<file path="src/shared/tcsc_pkg.sv">
// Constants and carrier types for the timer clock select and capture channel block.
// Assumes a single core clock; no register bus, all controls arrive as plain ports.
package tcsc_pkg;

    // ------------------------------------------------------------
    // Widths
    // ------------------------------------------------------------
    localparam int CNT_W = 16;
    typedef logic [CNT_W-1:0] tcsc_count_t;
    localparam tcsc_count_t CNT_ZERO = 16'h0000;
    localparam tcsc_count_t CNT_ONE = 16'h0001;

    // ------------------------------------------------------------
    // Slave mode and trigger select codes
    // ------------------------------------------------------------
    localparam logic [2:0] SMS_DISABLED = 3'h0;
    localparam logic [2:0] SMS_RESET = 3'h4;
    localparam logic [2:0] SMS_EXT_CLK1 = 3'h7;
    localparam logic [2:0] TS_CH1_EDGE = 3'h5;
    localparam logic [2:0] TS_CH2_EDGE = 3'h6;

    // ------------------------------------------------------------
    // Channel field codes
    // ------------------------------------------------------------
    localparam logic [1:0] CS_OUTPUT = 2'h0;
    localparam logic [1:0] CS_OWN_INPUT = 2'h1;
    localparam logic [1:0] CS_NEIGH_INPUT = 2'h2;
    localparam logic [3:0] FILT_OFF = 4'h0;
    localparam logic [3:0] FILT_N2 = 4'h1;
    localparam logic [3:0] FILT_N4 = 4'h2;
    localparam logic [3:0] FILT_N8 = 4'h3;
    localparam logic [3:0] FILT_LEN_2 = 4'h2;
    localparam logic [3:0] FILT_LEN_4 = 4'h4;
    localparam logic [3:0] FILT_LEN_8 = 4'h8;
    localparam logic [1:0] PS_NONE = 2'h0;
    localparam logic [2:0] OCM_FORCE_LOW = 3'h4;
    localparam logic [2:0] OCM_FORCE_HIGH = 3'h5;

    // ------------------------------------------------------------
    // Per channel configuration
    // ------------------------------------------------------------
    typedef struct packed {
        logic [1:0] channel_select;
        logic [3:0] input_filter_setting;
        logic channel_polarity;
        logic [1:0] input_prescale;
        logic channel_enable;
        logic channel_interrupt_enable;
        logic [2:0] output_compare_mode_sel;
    } tcsc_chan_cfg_t;

endpackage : tcsc_pkg

</file>
<file path="src/core/tcsc_core.sv">
// Timer clock selection, slave mode controller and two capture/compare channels.
// Assumes pins are asynchronous and all software strobes are one-cycle core_clk pulses.
`timescale 1ns/1ps
`default_nettype none

module tcsc_core (
    input wire logic core_clk,
    input wire logic rst,
    input wire logic [1:0] timer_input_pin,
    input wire logic [3:0] internal_trigger_input,
    input wire logic [2:0] slave_mode_select,
    input wire logic [2:0] trigger_select,
    input wire logic counter_run,
    input wire logic count_down,
    input wire logic update_generate_wr,
    input wire logic trigger_flag_clr,
    input wire tcsc_pkg::tcsc_chan_cfg_t [1:0] chan_cfg,
    input wire logic [1:0] value_wr,
    input wire tcsc_pkg::tcsc_count_t value_wr_data,
    input wire logic [1:0] value_rd,
    input wire logic [1:0] event_flag_clr,
    input wire logic [1:0] overcapture_clr,
    input wire logic [1:0] channel_event_generate,
    output logic update_generate,
    output logic trigger_flag,
    output tcsc_pkg::tcsc_count_t counter_value,
    output tcsc_pkg::tcsc_count_t [1:0] channel_value,
    output logic [1:0] channel_event_flag,
    output logic [1:0] overcapture_flag,
    output logic [1:0] channel_irq,
    output logic [1:0] compare_reference_signal,
    output logic [1:0] compare_output
);
    import tcsc_pkg::*;

    // ------------------------------------------------------------
    // Shared signals
    // ------------------------------------------------------------
    logic [1:0] pin_s1;
    logic [1:0] pin_s2;
    logic [1:0] filt;
    logic [1:0] filt_d;
    logic [1:0] filtered_edge_trigger;
    logic [1:0] capture;
    logic [3:0] itr_d;
    logic [3:0] itr_edge;
    logic trgi;

    function automatic logic [3:0] filt_len(input logic [3:0] s);
        return (s == FILT_N2) ? FILT_LEN_2 : ((s == FILT_N4) ? FILT_LEN_4 : FILT_LEN_8);
    endfunction : filt_len

    // ------------------------------------------------------------
    // Pin synchronisers
    // ------------------------------------------------------------
    always_ff @(posedge core_clk) begin
        if (rst) begin
            pin_s1 <= 2'h0;
            pin_s2 <= 2'h0;
        end else begin
            pin_s1 <= timer_input_pin;
            pin_s2 <= pin_s1;
        end
    end

    // ------------------------------------------------------------
    // Slave mode controller
    // ------------------------------------------------------------
    always_ff @(posedge core_clk) begin
        if (rst) begin
            itr_d <= 4'h0;
        end else begin
            itr_d <= internal_trigger_input;
        end
    end

    assign itr_edge = internal_trigger_input & ~itr_d;

    always_comb begin
        trgi = 1'b0;
        if (trigger_select == TS_CH1_EDGE) begin
            trgi = filtered_edge_trigger[0];
        end else if (trigger_select == TS_CH2_EDGE) begin
            trgi = filtered_edge_trigger[1];
        end else if (!trigger_select[2]) begin
            trgi = itr_edge[trigger_select[1:0]];
        end
    end

    always_ff @(posedge core_clk) begin
        if (rst) begin
            update_generate <= 1'b0;
        end else begin
            update_generate <= update_generate_wr;
        end
    end

    always_ff @(posedge core_clk) begin
        if (rst) begin
            trigger_flag <= 1'b0;
        end else if (slave_mode_select != SMS_DISABLED && trgi) begin
            trigger_flag <= 1'b1;
        end else if (trigger_flag_clr) begin
            trigger_flag <= 1'b0;
        end
    end

    // ------------------------------------------------------------
    // Counter
    // ------------------------------------------------------------
    always_ff @(posedge core_clk) begin
        if (rst) begin
            counter_value <= CNT_ZERO;
        end else if (update_generate) begin
            counter_value <= CNT_ZERO;
        end else if (slave_mode_select == SMS_RESET && trgi) begin
            counter_value <= CNT_ZERO;
        end else if (counter_run && (slave_mode_select != SMS_EXT_CLK1 || trgi)) begin
            counter_value <= count_down ? counter_value - CNT_ONE : counter_value + CNT_ONE;
        end
    end

    // ------------------------------------------------------------
    // Channels
    // ------------------------------------------------------------
    for (genvar i = 0; i < 2; i++) begin : g_ch
        localparam int OTH = 1 - i;
        tcsc_chan_cfg_t cfg;
        logic [3:0] fcnt;
        logic [2:0] pcnt;
        logic [2:0] ptop;
        logic in_mode;
        logic src_filt;
        logic src_filt_d;
        logic ic_edge;
        logic eq;
        logic eq_d;
        logic match;
        logic evt_set;
        logic next_evt;
        logic next_ovr;
        tcsc_count_t shadow;

        assign cfg = chan_cfg[i];
        assign in_mode = cfg.channel_select != CS_OUTPUT;
        assign src_filt = (cfg.channel_select == CS_NEIGH_INPUT) ? filt[OTH] : filt[i];
        assign src_filt_d = (cfg.channel_select == CS_NEIGH_INPUT) ? filt_d[OTH] : filt_d[i];
        assign filtered_edge_trigger[i] = cfg.channel_polarity ? (filt_d[i] & ~filt[i])
                                                               : (filt[i] & ~filt_d[i]);
        assign ic_edge = cfg.channel_polarity ? (src_filt_d & ~src_filt)
                                              : (src_filt & ~src_filt_d);

        // Input filter
        always_ff @(posedge core_clk) begin
            if (rst) begin
                filt[i] <= 1'b0;
                fcnt <= 4'h0;
            end else if (cfg.input_filter_setting == FILT_OFF) begin
                filt[i] <= pin_s2[i];
                fcnt <= 4'h0;
            end else if (pin_s2[i] == filt[i]) begin
                fcnt <= 4'h0;
            end else if (fcnt == filt_len(cfg.input_filter_setting) - 4'h1) begin
                filt[i] <= pin_s2[i];
                fcnt <= 4'h0;
            end else begin
                fcnt <= fcnt + 4'h1;
            end
        end

        always_ff @(posedge core_clk) begin
            if (rst) begin
                filt_d[i] <= 1'b0;
            end else begin
                filt_d[i] <= filt[i];
            end
        end

        // Input prescaler
        assign ptop = 3'((4'h1 << cfg.input_prescale) - 4'h1);
        always_ff @(posedge core_clk) begin
            if (rst || !in_mode || !cfg.channel_enable) begin
                pcnt <= 3'h0;
            end else if (ic_edge) begin
                pcnt <= (pcnt == ptop) ? 3'h0 : pcnt + 3'h1;
            end
        end

        assign capture[i] = in_mode
            && ((cfg.channel_enable && ic_edge && pcnt == ptop) || channel_event_generate[i]);

        // Preload and shadow registers
        always_ff @(posedge core_clk) begin
            if (rst) begin
                shadow <= CNT_ZERO;
                channel_value[i] <= CNT_ZERO;
            end else if (capture[i]) begin
                shadow <= counter_value;
                channel_value[i] <= counter_value;
            end else if (!in_mode) begin
                shadow <= channel_value[i];
                if (value_wr[i]) begin
                    channel_value[i] <= value_wr_data;
                end
            end
        end

        // Compare still runs while forced
        assign eq = counter_value == shadow;
        assign match = !in_mode && eq && !eq_d;
        always_ff @(posedge core_clk) begin
            if (rst) begin
                eq_d <= 1'b0;
            end else begin
                eq_d <= eq;
            end
        end

        // Flags, set wins over clear
        assign evt_set = capture[i] || match || (!in_mode && channel_event_generate[i]);
        assign next_evt = evt_set
            || (channel_event_flag[i] && !event_flag_clr[i] && !value_rd[i]);
        assign next_ovr = (capture[i] && channel_event_flag[i])
            || (overcapture_flag[i] && !overcapture_clr[i]);

        always_ff @(posedge core_clk) begin
            if (rst) begin
                channel_event_flag[i] <= 1'b0;
                overcapture_flag[i] <= 1'b0;
                channel_irq[i] <= 1'b0;
            end else begin
                channel_event_flag[i] <= next_evt;
                overcapture_flag[i] <= next_ovr;
                channel_irq[i] <= next_evt && cfg.channel_interrupt_enable;
            end
        end

        // Forced output
        always_ff @(posedge core_clk) begin
            if (rst) begin
                compare_reference_signal[i] <= 1'b0;
            end else if (!in_mode && cfg.output_compare_mode_sel == OCM_FORCE_HIGH) begin
                compare_reference_signal[i] <= 1'b1;
            end else if (!in_mode && cfg.output_compare_mode_sel == OCM_FORCE_LOW) begin
                compare_reference_signal[i] <= 1'b0;
            end
        end

        always_ff @(posedge core_clk) begin
            if (rst) begin
                compare_output[i] <= 1'b0;
            end else begin
                compare_output[i] <= cfg.channel_enable
                    && (compare_reference_signal[i] ^ cfg.channel_polarity);
            end
        end

    end
endmodule : tcsc_core

`default_nettype wire

</file>
<file path="config.mk">
export PLATFORM = sky130hd
export DESIGN_NAME = tcsc_core
export DESIGN_NICKNAME = d
export VERILOG_FILES = /design/src/shared/tcsc_pkg.sv /design/src/core/tcsc_core.sv
export SDC_FILE = /design/constraint.sdc
export NUM_CORES = 1
export LEC_CHECK = 0
export ABC_CLOCK_PERIOD_IN_PS = 3100
export BUFFER_PORTS_ARGS = -buffer_cell sky130_fd_sc_hd__buf_2
export CAP_MARGIN = 20
export CORE_UTILIZATION = 45
export DETAILED_ROUTE_END_ITERATION = 16
export GPL_TIMING_DRIVEN = 0
export PLACE_DENSITY = 0.66
export SYNTH_ARGS = -nofsm -noshare
export SYNTH_HDL_FRONTEND = slang
export SYNTH_SLANG_ARGS = --single-unit
</file>
<file path="constraint.sdc">
create_clock -name core_clk -period 3.1 [get_ports core_clk]
set_clock_uncertainty 0.05 [all_clocks]
set_input_delay 0.62 -clock core_clk [delete_from_list [all_inputs] [get_ports core_clk]]
set_output_delay 0.62 -clock core_clk [all_outputs]
set_load 0.05 [all_outputs]
</file>
==> metrics.txt <==
diode count=0; Pwr Total=0.00465 W; total gr overflow=0; Crit path largest cell delay=0.65 ns; post-cts hold buffer count=0; die width=122 um; FF-to-FF path depth=6; Hold Path End=channel_irq[1]$_SDFF_PP0_; Post-synth top flop=dfxtp_1; final worst path period share=87.6%; max-slew violations=0; Power Density=584 nW/um^2; hold_sp=chan_cfg[17]; I/O Buffers=130; Via Count=6,151; routed wire length=about 19 mm; Setup Slack @ Placement=about 0.0047 ns; Starting Density=a little under half; Post-synth EDFFs=0; final setup fails=0; area added between synthesis and finish=22.1%; Worst Setup End Kind=flop; H-tree Lvls=4; most common cell after layout, fill and taps aside=buf_2; Row Count=43; outcome=finished clean; WP data required=approximately 3.3 ns; FF-to-FF Start=filt[1]$_SDFFE_PP0P_; YS warnings=0; die area=15,000 um^2; R2R setup slack=0.38 ns; Mapped Cells=756; WHS=0.346 ns; Avg Synthesized Cell Area=8.63 um^2; Synth Net Count=about 850; cts repair resizes=0; Synth Cell Area=6530 um^2; worst skew pair latency=0.42 ns; utilization after layout=56.8%; io pins=132; placer's final routability congestion estimate=0.878; DR vias/cell=5.60; RSZ-0062 raised after global routing=false; CTS tree=built; DRT iter0 DRCs=between 300 and 400; vias in the first global route=about 5,500; Max stage delay cell, worst path=o31ai_2; Final Hold Fails=0; Synth cell types=66; clock sinks=120; Worst VDD drop=about 400 uV; share of cells above drive strength 1=20.2%; relative slew slack=44.1%; clk slew on worst S/H paths=0.06 ns; Crit Path Category=reg2reg; antenna violations before repair=0; r2r endpoint=counter_value[6]$_SDFFE_PP0P_; Post-synth ARST share=0%; Top delay family on crit path=compound AO/OA/AOI/OAI gates; final layout net count=roughly 1,000; CTS root buffer=clkbuf_16; Die Y=122 um; crit path cell chain=or4b_1 -> o311ai_1 -> a21boi_1 -> o31ai_2 -> clkbuf_1 -> a21oi_1; setup ws final=0.385 ns; Post-DRT Antenna Nets=0; worst slew pin tran=~0.84 ns; DR DRC count=0; Worst EP arrival=2.94 ns; hold depth=2; Pleak=3.53 nW; number of fillers in the final layout=~1,300; Max clock buf depth=2; fin crit period=approximately 2.7 ns; post-synthesis sequential area ratio=a little under two fifths; Yosys reg bits=120; largest net degree at the start of global routing=18; post-DP HPWL=14.1 mm; DR WL/cell=17.1 um; WP buf/inv=1; most frequent cells in the layout=buf_2 (134), dfxtp_1 (120), nor2_1 (107); core area=approximately 14,000 um^2; CTS Buf Count=17; crit-path max FO=10; global-route wire length before repair=28.8 mm; setup TNS=0 ns; crit path launch type=flop; Max Cap Violations=0; # Post-CTS Setup Buffers=0; HP Class=in2reg; FMAX=368 MHz; GRT Total Usage=25.5%; Detailed Routing Iterations Pass 1=5
==> synth_stat cells (7+ instances only) <==
| library cell | count | share of area, % |
|---|---|---|
| a21oi_1 | 53 | 4.1 |
| nor2b_1 | 34 | 3.3 |
| xor2_1 | 37 | 5.0 |
| dfxtp_1 | 120 | 37 |
| inv_1 | 15 | 0.86 |
| ha_1 | 18 | 3.5 |
| clkbuf_1 | 45 | 2.6 |
| a211oi_1 | 59 | 6.8 |
| a21o_1 | 8 | 0.92 |
| mux2i_1 | 45 | 6.9 |
| nor3_1 | 22 | 1.7 |
| nor2_1 | 107 | 6.2 |
| a22oi_1 | 12 | 1.4 |
| nand2_1 | 34 | 2.0 |
| a2111oi_2 | 7 | 1.6 |
| nor4_1 | 9 | 0.86 |
| xnor2_1 | 11 | 1.5 |
| o21ai_0 | 9 | 0.69 |
| a2111oi_1 | 7 | 1.1 |
==> state kept, by name (all words and copies together) (netlist names), 4 cells and up <==
name / cells
channel_value: 32
itr_d: 4
g_ch.fcnt: 8
g_ch.pcnt: 6
g_ch.shadow: 32
counter_value: 16
==> worst max path at each step <==
stage	startpoint	to	slack (ns)	cells past startpoint
2_1_floorplan	counter_value[0]$_SDFFE_PP0P_	counter_value[12]$_SDFFE_PP0P_	0.57	10
3_3_place_gp	chan_cfg[21]	counter_value[7]$_SDFFE_PP0P_	0.007	7
3_5_place_dp	chan_cfg[21]	counter_value[7]$_SDFFE_PP0P_	0.005	7
4_1_cts	filt[1]$_SDFFE_PP0P_	counter_value[6]$_SDFFE_PP0P_	0.33	6
5_1_grt	filt[1]$_SDFFE_PP0P_	counter_value[15]$_SDFFE_PP0P_	0.15	6
6_report	filt[1]$_SDFFE_PP0P_	counter_value[6]$_SDFFE_PP0P_	0.38	6
==> per-stage QoR <==
stage	area [um^2]	std cells
floorplan	6530	756
global placement	7400	1066
detailed placement	7400	1066
CTS	7970	1098
global route	7970	1098
finish	7970	1098
==> power by group <==
group / switching [W] / internal [W] / total (W)
Clock: 0.000705 / 0.00122 / 0.00192
Combinational: 0.000670 / 0.000344 / 0.00101
Sequential: 0.0000771 / 0.00164 / 0.00172
Total: 0.00145 / 0.00320 / 0.00465
==> per-layer routing <==
layer	up-vias	global-route usage (%)	share of wire [%]	routed length [um]
li1	3043	-	-	-
met1	2875	34.1	47	8760
met5	-	0	0	0
met4	0	10.1	1.8	342
met2	208	39.7	45	8490
met3	25	5.67	6.5	1230
==> area by class of cell <==
| cell class | instances | area [um^2] | share of cell area, % |
|---|---|---|---|
| Multi-Input combinational cell | 567 | 3840 | 48.2 |
| Sequential cell | 120 | 2400 | 30.1 |
| Timing Repair Buffer | 130 | 651 | 8.16 |
| Clock buffer | 23 | 468 | 5.87 |
| Buffer | 54 | 226 | 2.84 |
| Tap cell | 180 | 225 | 2.83 |
| Clock inverter | 9 | 98.8 | 1.24 |
| Inverter | 15 | 56.3 | 0.706 |
==> logic make-up after synthesis <==
family,Yosys count,synth area share [%]
AND/OR/NAND/NOR,259,19.5
AO/OA/AOI/OAI,193,21.6
flip-flops,120,36.8
buffers and inverters,69,4.33
XOR/XNOR,48,6.44
multiplexers,48,7.59
adder cells (fa/ha/maj),19,3.76
No activity file was read; power rests on OpenSTA's default activity.
